[src/include/tc_monitor_params.svh]
// Constants for the tandem connection monitor back end
`ifndef TC_MONITOR_PARAMS_SVH
`define TC_MONITOR_PARAMS_SVH
`define TC_MF_LAST 7'd75
`define TC_FAS_POS 7'd7
`define TC_MF_RESYNC 7'd8
`define TC_RDI_POS 7'd72
`define TC_ODI_POS 7'd73
`define TC_FAS_PATTERN 16'hFFFE
`define TC_FAS_ERR_LAST 2'd1
`define TC_UNEQ_LAST 3'd4
`define TC_UNEQ_CODE 8'h00
`define TC_SECOND_MS 1000
`define TC_CLK_KHZ 50000
`define TC_REG_CTRL 6'h00
`define TC_REG_DEG 6'h04
`define TC_REG_DEFECT 6'h08
`define TC_REG_CAUSE 6'h0C
`define TC_REG_PM_DS 6'h10
`define TC_REG_PM_NEBC 6'h14
`define TC_REG_PM_FEBC 6'h18
`define TC_REG_PM_OEBC 6'h1C
`define TC_REG_IRQ_ST 6'h20
`define TC_REG_IRQ_CLR 6'h24
`define TC_REG_IRQ_EN 6'h28
`define TC_CTRL_MON 0
`define TC_CTRL_TRACE_CHECK_DISABLE 1
`define TC_CTRL_SSFREP 2
`define TC_CTRL_RDIREP 3
`define TC_CTRL_ODIREP 4
`define TC_CTRL_RST 5'h00
`define TC_DEG_THR_RST 16'h0010
`define TC_DEG_M_RST 4'h3
`endif

[src/include/tc_monitor_pkg.sv]
// Types for the tandem connection monitor back end
package tc_monitor_pkg;
  typedef enum logic [0:0] {
    OUT_OF_MULTIFRAME_STATE = 1'b0,
    IN_MULTIFRAME_STATE = 1'b1
  } align_state_t;
endpackage

[src/rtl/tc_monitor_defect_correlation.sv]
// Tandem connection monitor: defects, correlation, per-second counts
// Functional notes
// - Loss of tandem connection defect is high exactly while aligner is out of multiframe.
// - Trace mismatch defect follows the trace condition well within one second.
// - Trace mismatch defect is forced inactive while server signal fail is high.
// - Management bit disables trace mismatch detection.
// - Signal degrade derives from per-second near-end errored block counts.
// - Remote defect taken from received remote defect bit.
// - Outgoing defect taken from received outgoing defect bit.
// - Loss cause needs monitoring, no unequipped, loss defect present.
// - Trace cause needs monitoring, no unequipped, no loss, trace defect.
// - Degrade cause needs monitoring, no trace, no loss, degrade defect.
// - Remote cause needs monitoring, no unequipped/trace/loss, remote defect, report bit.
// - Outgoing cause needs monitoring, no unequipped/trace/loss, outgoing defect, report bit.
// - Per second: defect seconds and errored block sums, near, far, outgoing.
// - Aligner searches fifteen ones then zero and keeps checking that position.
// - Two errored alignment words in a row lose alignment; one good regains it.
// - Unequipped set after five zero bytes, cleared after five non-zero bytes.
//
// Our own choices: the Avalon-MM slave port and the placing of the registers.
`timescale 1ns/10ps
`default_nettype none
`include "tc_monitor_params.svh"
module tc_monitor_defect_correlation
  import tc_monitor_pkg::*;
#(
  parameter int unsigned SECOND_CYCLES = `TC_SECOND_MS * `TC_CLK_KHZ
) (
  input wire logic clk,
  input wire logic rstn,
  input wire logic [5:0] avs_address,
  input wire logic avs_read,
  input wire logic avs_write,
  input wire logic [31:0] avs_writedata,
  output logic [31:0] avs_readdata,
  output logic avs_waitrequest,
  input wire logic linkClk,
  input wire logic linkFrameStart,
  input wire logic [7:0] tcOverheadByte,
  input wire logic serverSignalFailIn,
  input wire logic traceMismatchIn,
  input wire logic nearErroredBlock,
  input wire logic farErroredBlock,
  input wire logic outgoingErroredBlock,
  input wire logic equipmentDefect,
  output logic trailFailAction,
  output logic trailDegradeAction,
  output logic irq
);
  localparam int SCW = $clog2(SECOND_CYCLES + 1);
  // ****************************************
  // Link sampling
  // ****************************************
  // All link inputs share the same two-stage delay, so data keeps
  // its relation to the sampled link clock edge.
  logic [14:0] rawIn, meta_q, sync_q;
  logic linkPrev_q, ack_q;
  assign rawIn = {linkClk, linkFrameStart, serverSignalFailIn, traceMismatchIn,
    nearErroredBlock, farErroredBlock, outgoingErroredBlock, tcOverheadByte};
  always_ff @(posedge clk or negedge rstn) begin
    if (!rstn) begin
      meta_q <= '0;
      sync_q <= '0;
      linkPrev_q <= 1'b0;
    end else begin
      meta_q <= rawIn;
      sync_q <= meta_q;
      linkPrev_q <= sync_q[14];
    end
  end
  wire logic frameEv = sync_q[14] & ~linkPrev_q & sync_q[13];
  wire logic ssf = sync_q[12];
  wire logic [7:0] ovh = sync_q[7:0];
  wire logic [2:0] ebcIn = sync_q[10:8];
  // ****************************************
  // Registers
  // ****************************************
  logic [4:0] ctrl_q;
  logic [15:0] degThr_q;
  logic [3:0] degM_q;
  logic [1:0] irqEn_q, irqSt_q;
  logic [31:0] rdata_q, rdMux;
  function automatic logic regHit(input logic [5:0] a, input logic [5:0] off);
    return a[5:2] == off[5:2];
  endfunction
  wire logic req = avs_read | avs_write;
  wire logic wrAck = avs_write & ack_q;
  wire logic monitorEnable = ctrl_q[`TC_CTRL_MON];
  // ****************************************
  // Multiframe aligner
  // ****************************************
  align_state_t state_q, state_d;
  logic [15:0] fas_q;
  logic [6:0] mfPos_q, mfPos_d;
  logic [1:0] fasErr_q, fasErr_d;
  logic remoteDefect_q, outgoingDefect_q, unequipped_q, tsf_q, deg_q;
  wire logic [15:0] fasNext = {fas_q[13:0], ovh[1:0]};
  wire logic fasMatch = fasNext == `TC_FAS_PATTERN;
  wire logic atFas = (state_q == IN_MULTIFRAME_STATE) && (mfPos_q == `TC_FAS_POS);
  wire logic lossOfTc = state_q == OUT_OF_MULTIFRAME_STATE;
  always_comb begin
    state_d = state_q;
    fasErr_d = fasErr_q;
    mfPos_d = (mfPos_q == `TC_MF_LAST) ? '0 : mfPos_q + 7'h01;
    case (state_q)
      OUT_OF_MULTIFRAME_STATE: begin
        if (fasMatch) begin
          state_d = IN_MULTIFRAME_STATE;
          mfPos_d = `TC_MF_RESYNC;
          fasErr_d = '0;
        end
      end
      default: begin
        if (atFas) begin
          if (fasMatch) begin
            fasErr_d = '0;
          end else if (fasErr_q == `TC_FAS_ERR_LAST) begin
            state_d = OUT_OF_MULTIFRAME_STATE;
            fasErr_d = '0;
          end else begin
            fasErr_d = fasErr_q + 2'h1;
          end
        end
      end
    endcase
  end
  always_ff @(posedge clk or negedge rstn) begin
    if (!rstn) begin
      state_q <= OUT_OF_MULTIFRAME_STATE;
      fas_q <= '0;
      mfPos_q <= '0;
      fasErr_q <= '0;
    end else if (frameEv) begin
      state_q <= state_d;
      fas_q <= fasNext;
      mfPos_q <= mfPos_d;
      fasErr_q <= fasErr_d;
    end
  end
  // Multiframed indications are only meaningful while aligned
  always_ff @(posedge clk or negedge rstn) begin
    if (!rstn) begin
      remoteDefect_q <= 1'b0;
      outgoingDefect_q <= 1'b0;
    end else if (lossOfTc) begin
      remoteDefect_q <= 1'b0;
      outgoingDefect_q <= 1'b0;
    end else if (frameEv && mfPos_q == `TC_RDI_POS) begin
      remoteDefect_q <= ovh[0];
    end else if (frameEv && mfPos_q == `TC_ODI_POS) begin
      outgoingDefect_q <= ovh[1];
    end
  end
  // ****************************************
  // Unequipped and trace defects
  // ****************************************
  logic [2:0] uneqCnt_q;
  wire logic isZero = ovh == `TC_UNEQ_CODE;
  always_ff @(posedge clk or negedge rstn) begin
    if (!rstn) begin
      uneqCnt_q <= '0;
      unequipped_q <= 1'b0;
    end else if (frameEv) begin
      if (isZero == unequipped_q) begin
        uneqCnt_q <= '0;
      end else if (uneqCnt_q == `TC_UNEQ_LAST) begin
        uneqCnt_q <= '0;
        unequipped_q <= isZero;
      end else begin
        uneqCnt_q <= uneqCnt_q + 3'h1;
      end
    end
  end
  // Follows the comparator within a few clocks, far inside one second
  wire logic traceMismatch = sync_q[11] & ~ssf & ~ctrl_q[`TC_CTRL_TRACE_CHECK_DISABLE];
  // ****************************************
  // Per-second monitoring
  // ****************************************
  logic [SCW-1:0] secCnt_q;
  wire logic secTick = secCnt_q == SCW'(SECOND_CYCLES - 1);
  always_ff @(posedge clk or negedge rstn) begin
    if (!rstn) begin
      secCnt_q <= '0;
    end else begin
      secCnt_q <= secTick ? '0 : secCnt_q + SCW'(1);
    end
  end
  logic [3:0] degCnt_q;
  wire logic tsfNow = ssf | unequipped_q | traceMismatch | lossOfTc;
  wire logic [2:0] dsIn = {outgoingDefect_q, remoteDefect_q, tsf_q | equipmentDefect};
  logic [15:0] pmEbc [3];
  logic [2:0] pmDs;
  generate
    for (genvar g = 0; g < 3; g++) begin : gPm
      logic [15:0] acc_q, pm_q;
      logic ds_q, pmDs_q;
      wire logic [15:0] accNext = acc_q + {15'h0000, frameEv & ebcIn[2-g]};
      always_ff @(posedge clk or negedge rstn) begin
        if (!rstn) begin
          acc_q <= '0;
          pm_q <= '0;
          ds_q <= 1'b0;
          pmDs_q <= 1'b0;
        end else if (secTick) begin
          pm_q <= accNext;
          pmDs_q <= ds_q | dsIn[g];
          acc_q <= '0;
          ds_q <= 1'b0;
        end else begin
          acc_q <= accNext;
          ds_q <= ds_q | dsIn[g];
        end
      end
      assign pmEbc[g] = pm_q;
      assign pmDs[g] = pmDs_q;
    end
  endgenerate
  // Degrade: a second is bad when near-end errored blocks reach threshold;
  // a change needs degM_q consecutive agreeing seconds.
  wire logic badSec = gPm[0].accNext >= degThr_q;
  always_ff @(posedge clk or negedge rstn) begin
    if (!rstn) begin
      degCnt_q <= '0;
      deg_q <= 1'b0;
      tsf_q <= 1'b0;
    end else begin
      tsf_q <= tsfNow;
      if (secTick) begin
        if (badSec == deg_q) begin
          degCnt_q <= '0;
        end else if (degCnt_q + 4'h1 >= degM_q) begin
          degCnt_q <= '0;
          deg_q <= badSec;
        end else begin
          degCnt_q <= degCnt_q + 4'h1;
        end
      end
    end
  end
  assign trailFailAction = tsf_q;
  assign trailDegradeAction = deg_q;
  // ****************************************
  // Correlation and interrupts
  // ****************************************
  logic [6:0] cause, causePrev_q;
  wire logic blocked = unequipped_q | traceMismatch | lossOfTc;
  assign cause[0] = monitorEnable & unequipped_q;
  assign cause[1] = monitorEnable & ~unequipped_q & lossOfTc;
  assign cause[2] = monitorEnable & ~unequipped_q & ~lossOfTc & traceMismatch;
  assign cause[3] = monitorEnable & ~traceMismatch & ~lossOfTc & deg_q;
  assign cause[4] = monitorEnable & ssf & ctrl_q[`TC_CTRL_SSFREP];
  assign cause[5] = monitorEnable & ~blocked & remoteDefect_q & ctrl_q[`TC_CTRL_RDIREP];
  assign cause[6] = monitorEnable & ~blocked & outgoingDefect_q & ctrl_q[`TC_CTRL_ODIREP];
  wire logic [1:0] irqEv = {cause != causePrev_q, secTick};
  wire logic [1:0] irqClr = (wrAck && regHit(avs_address, `TC_REG_IRQ_CLR)) ? avs_writedata[1:0] : 2'h0;
  wire logic [9:0] defects = {state_q == IN_MULTIFRAME_STATE, deg_q, tsf_q, ssf,
    unequipped_q, outgoingDefect_q, remoteDefect_q, deg_q, traceMismatch, lossOfTc};
  always_comb begin
    rdMux = 32'h0000_0000;
    if (regHit(avs_address, `TC_REG_CTRL)) begin
      rdMux = {27'h0, ctrl_q};
    end else if (regHit(avs_address, `TC_REG_DEG)) begin
      rdMux = {12'h000, degM_q, degThr_q};
    end else if (regHit(avs_address, `TC_REG_DEFECT)) begin
      rdMux = {22'h0, defects};
    end else if (regHit(avs_address, `TC_REG_CAUSE)) begin
      rdMux = {25'h0, cause};
    end else if (regHit(avs_address, `TC_REG_PM_DS)) begin
      rdMux = {29'h0, pmDs};
    end else if (regHit(avs_address, `TC_REG_PM_NEBC)) begin
      rdMux = {16'h0000, pmEbc[0]};
    end else if (regHit(avs_address, `TC_REG_PM_FEBC)) begin
      rdMux = {16'h0000, pmEbc[1]};
    end else if (regHit(avs_address, `TC_REG_PM_OEBC)) begin
      rdMux = {16'h0000, pmEbc[2]};
    end else if (regHit(avs_address, `TC_REG_IRQ_ST)) begin
      rdMux = {30'h0, irqSt_q};
    end else if (regHit(avs_address, `TC_REG_IRQ_EN)) begin
      rdMux = {30'h0, irqEn_q};
    end
  end
  always_ff @(posedge clk or negedge rstn) begin
    if (!rstn) begin
      ack_q <= 1'b0;
      rdata_q <= '0;
      ctrl_q <= `TC_CTRL_RST;
      degThr_q <= `TC_DEG_THR_RST;
      degM_q <= `TC_DEG_M_RST;
      irqEn_q <= '0;
      irqSt_q <= '0;
      causePrev_q <= '0;
    end else begin
      ack_q <= req & ~ack_q;
      causePrev_q <= cause;
      irqSt_q <= (irqSt_q & ~irqClr) | irqEv; // Set wins over clear
      if (avs_read && !ack_q) begin
        rdata_q <= rdMux;
      end
      if (wrAck && regHit(avs_address, `TC_REG_CTRL)) begin
        ctrl_q <= avs_writedata[4:0];
      end
      if (wrAck && regHit(avs_address, `TC_REG_DEG)) begin
        degThr_q <= avs_writedata[15:0];
        degM_q <= avs_writedata[19:16];
      end
      if (wrAck && regHit(avs_address, `TC_REG_IRQ_EN)) begin
        irqEn_q <= avs_writedata[1:0];
      end
    end
  end
  assign avs_waitrequest = req & ~ack_q;
  assign avs_readdata = rdata_q;
  assign irq = |(irqSt_q & irqEn_q);
endmodule
`default_nettype wire

[config.mk]
export PLATFORM = sky130hd
export DESIGN_NAME = tc_monitor_defect_correlation
export DESIGN_NICKNAME = d
export VERILOG_FILES = /design/src/include/tc_monitor_pkg.sv /design/src/rtl/tc_monitor_defect_correlation.sv
export VERILOG_INCLUDE_DIRS = /design/src /design/src/include
export SDC_FILE = /design/constraint.sdc
export NUM_CORES = 1
export LEC_CHECK = 0
export BUFFER_PORTS_ARGS = -buffer_cell sky130_fd_sc_hd__buf_2
export CAP_MARGIN = 20
export CORE_MARGIN = 2
export CORE_UTILIZATION = 60
export CTS_BUF_LIST = sky130_fd_sc_hd__clkbuf_8
export DETAILED_ROUTE_END_ITERATION = 10
export GPL_ROUTABILITY_DRIVEN = 0
export PLACE_DENSITY = 0.8
export SLEW_MARGIN = 20
export SYNTH_ARGS = -nofsm -noshare
export SYNTH_HDL_FRONTEND = slang
export SYNTH_SLANG_ARGS = --single-unit
[constraint.sdc]
create_clock -name clk -period 3.9 [get_ports clk]
set_input_delay 0.39 -clock clk [delete_from_list [all_inputs] [get_ports clk]]
set_output_delay 0.39 -clock clk [all_outputs]
set_load 0.005 [all_outputs]
==> impl_summary.txt <==
----------------------------------------------------
[Status]
  Status ... complete, no violations

[Placement]
  Detailed Place HPWL ... 16,200 um
  Post-Place Worst Slack ... between 0.4 and 0.5 ns
  Port Buffer Count ... 67

[Clocking]
  Total number of H-tree levels ... 2
  Clock tree from TritonCTS ... built
  Total clock buffers created by CTS ... 40
  Source-to-sink clock delay at the later pin of the worst-skew pair ... between 0.5 and 0.6 ns
  Buffer depth of the longest clock path ... 3
  Total clock sinks ... between 200 and 300
  Post-CTS clock slew at the launch and capture registers of the worst setup and hold paths ... approximately 0.06 ns
  Root Driver ... sky130_fd_sc_hd__clkbuf_8

[Power]
  Maximum VDD drop ... 317 uV
  Static leakage ... around 0.0064 uW
  Cell area power density ... ~450 nW/um^2
  Post-layout power ... 5930 uW

[Die]
  Core area ... ~19,000 um^2
  Die height ... around 140 um
  DIE WIDTH ... roughly 140 um
  Die Footprint ... a little over 20,000 um^2
  Initial standard-cell utilization of the core ... 61.5%
  Site row count ... 50
  IO Count ... 94

[Routing]
  Average wire per standard cell ... 15.7 um
  Via total after detailed routing ... between 8,000 and 9,000
  Initial DRC count ... slightly below 700
  DR pass1 iterations ... 7
  DR DRC count ... 0
  Post-Route WL ... 24,000 um
  Antenna Nets Post-Route ... 0
  Ratio of routed vias to standard cells ... about 5.5

[STA]
  Period utilization ... between 80% and 90%
  Final setup skew ... between 0.03 and 0.04 ns
  Min Hold Slack ... 0.0598 ns
  Final Hold Violating Endpoints ... 0
  Summed negative setup slack over all endpoints ... 0 ns
  Maximum clock rate ... a little under 0.3 GHz
  Final min period ... between 3 and 4 ns
  Slew at the pin closest to its max-slew limit ... a little over 0.9 ns
  Max-Slew Margin vs Limit ... between 30% and 40%
  Setup repair after global routing missed its margin ... false
  Smallest setup slack after layout ... ~0.44 ns
  # setup viols final ... 0
  Number of max-slew violations in the final report ... 0

[Setup path]
  Critical path arrival ... ~4 ns
  Largest fanout on the critical path ... 4
  Endpoint kind of the worst setup timing path ... flop
  Worst Setup Start Kind ... flop
  Required time reported for the critical path endpoint ... around 4.3 ns
  Worst Path Class, Setup ... reg2reg

[Layout]
  Number of antenna repair diodes ... 0
  Post-layout utilization of the core ... a little over two thirds
  Area growth from synthesis to layout ... 13.0%
  Share of layout cells above drive strength 1 ... 15.4%
  Post-layout net count ... about 1,300

[Synthesis]
  Yosys warning count ... 0
  Sequential cell area fraction in the yosys report ... between 50% and 60%
  Avg Cell Area, Syn ... 10.1 um^2
  Gate count after technology mapping ... ~1,100
  Number of distinct library cells after synthesis ... a little over 60
  Synth top area cells ... sky130_fd_sc_hd__dfrtp_1 54%, sky130_fd_sc_hd__nand2_1 6.1%, sky130_fd_sc_hd__xor2_1 3.7%
  Synthesized flop and latch total ... ~250
  Most numerous cell in the Yosys netlist ... sky130_fd_sc_hd__dfrtp_1
  Leading area contributor after synthesis ... sky130_fd_sc_hd__dfrtp_1
  Cell Area, Synth ... approximately 12,000 um^2
  Share of async-settable or async-resettable flops after synthesis ... 100%
  Most numerous cell types in the synthesized netlist ... 249 x sky130_fd_sc_hd__dfrtp_1, 189 x sky130_fd_sc_hd__nand2_1, 114 x sky130_fd_sc_hd__nor2_1, 58 x sky130_fd_sc_hd__inv_1, 57 x sky130_fd_sc_hd__o21ai_0
  Synth top area share ... 53.8%
  Primary FF master, synth ... sky130_fd_sc_hd__dfrtp_1
  Number of enable-type register cells in the synthesized netlist ... 0

[Run]
  Total of max-cap violations ... 0

[Global route]
  First-pass GRT wire length ... about 40,000 um
  Via count of the first global-routing pass ... between 8,000 and 9,000
  Total track usage ... about a quarter
  Maximum number of pins on one net before global-route repair ... between 100 and 150
  Initial antenna violation count ... 0
  Global-route congestion overflow total ... 0

[Worst hold path]
  Hold crit path type ... in2reg

----------------------------------------------------
-- flip-flops by register name, indices dropped and copies added (netlist names), 2 cells and up --
name          cells
degCnt_q          4
sync_q           15
gPm.pm_q         48
degM_q            4
causePrev_q       7
mfPos_q           7
fas_q            14
gPm.acc_q        48
secCnt_q         26
ctrl_q            5
gPm.ds_q          3
irqSt_q           2
meta_q           15
irqEn_q           2
fasErr_q          2
degThr_q         16
uneqCnt_q         3
avs_readdata     20
gPm.pmDs_q        3
-- path summary, 6_finish.rpt --
check	start	depth (start not counted)	slack, ns	end
max	linkPrev_q	17	0.44	degCnt_q[1]
max reg2reg	linkPrev_q	17	0.44	degCnt_q[1]
max in group asynchronous	rstn	4	2.47	secCnt_q[20]
min reg2reg	meta_q[7]	0	0.35	sync_q[7]
min	avs_writedata[18]	3	0.06	degM_q[2]
min in group asynchronous	rstn	2	0.32	irqSt_q[0]
-- worst max-delay path, cell delays in order (launching register included) --
cell and delay [ns]:
sky130_fd_sc_hd__dfrtp_1 0.37, sky130_fd_sc_hd__and3b_1 0.22, sky130_fd_sc_hd__and2_1 0.14, sky130_fd_sc_hd__ha_1 0.20
sky130_fd_sc_hd__nand2_1 0.08, sky130_fd_sc_hd__nor2_2 0.15, sky130_fd_sc_hd__nand3_2 0.14, sky130_fd_sc_hd__nor2_1 0.16
sky130_fd_sc_hd__xnor2_1 0.20, sky130_fd_sc_hd__inv_1 0.10, sky130_fd_sc_hd__ha_1 0.30, sky130_fd_sc_hd__a211oi_1 0.23
sky130_fd_sc_hd__o21ai_0 0.12, sky130_fd_sc_hd__a221oi_1 0.31, sky130_fd_sc_hd__o21ai_1 0.16, sky130_fd_sc_hd__xnor2_1 0.16
sky130_fd_sc_hd__nand2b_1 0.13, sky130_fd_sc_hd__o31ai_1 0.22
-- report_power, final --
part / switching [uW] / internal [uW]
combinational: 366 / 284
clock: 1010 / 1250
sequential: 182 / 2840
-- metal layers --
layer | GRT usage [%] | part of all wire, % | up-vias
met4 | 8.03 | 2.7 | 0
li1 | - | - | 4060
met3 | 3.86 | 4.7 | 50
met5 | 0 | 0 | -
met1 | 34.7 | 45 | 4071
met2 | 39.5 | 47 | 245
-- cell usage in the layout (no fill, tap or decap), types with 14 or more instances in the layout --
cell type,synthesis,layout
sky130_fd_sc_hd__a21oi_1,19,19
sky130_fd_sc_hd__a22o_1,15,15
sky130_fd_sc_hd__and3_1,14,14
sky130_fd_sc_hd__buf_2,16,66
sky130_fd_sc_hd__clkbuf_8,0,55
sky130_fd_sc_hd__dfrtp_1,249,249
sky130_fd_sc_hd__dlygate4sd3_1,0,16
sky130_fd_sc_hd__ha_1,33,32
sky130_fd_sc_hd__inv_1,58,72
sky130_fd_sc_hd__mux2_2,22,22
sky130_fd_sc_hd__nand2_1,189,189
sky130_fd_sc_hd__nand3_1,39,38
sky130_fd_sc_hd__nand4_1,24,24
sky130_fd_sc_hd__nor2_1,114,113
sky130_fd_sc_hd__o21ai_0,57,57
sky130_fd_sc_hd__o21ai_1,34,34
sky130_fd_sc_hd__o21ai_2,15,15
sky130_fd_sc_hd__xnor2_1,30,30
sky130_fd_sc_hd__xor2_1,49,49
-- cell type report --
| cell class | instances | area, um^2 |
|---|---|---|
| repair buffers | 97 | 656 |
| well taps | 260 | 325 |
| fillers | 1354 | 5740 |
| clock inverters | 18 | 77.6 |
| flip-flops and latches | 252 | 6310 |
| clock buffers | 55 | 757 |
| inverters | 59 | 221 |
| multi-input cells | 788 | 4740 |
-- kinds of logic after synthesis --
| group | share of synthesized area, % |
|---|---|
| muxes | 2.87 |
| AOI/OAI and AO/OA | 10.5 |
| and+or+nand+nor | 17.5 |
| DFF | 54.5 |
| xor gates and xnor gates | 5.98 |
| buffers and inverters | 5.04 |
| adders and majority gates | 3.57 |
| other | 0.0324 |
-- metrics by stage --
stage	std cells	cell area [um^2]
3_3_place_gp	1439	12100
6_report	1529	13100
5_1_grt	1529	13100
2_1_floorplan	1159	11600
3_5_place_dp	1439	12100
4_1_cts	1527	13000
-- repair_timing --
item,CTS,global route
setup buffers,0,0
hold buffers,15,1
endpoints found under the hold margin,15,35
gates resized for setup,0,3
setup endpoints to repair,0,3
(Power assumes the default switching activity.)
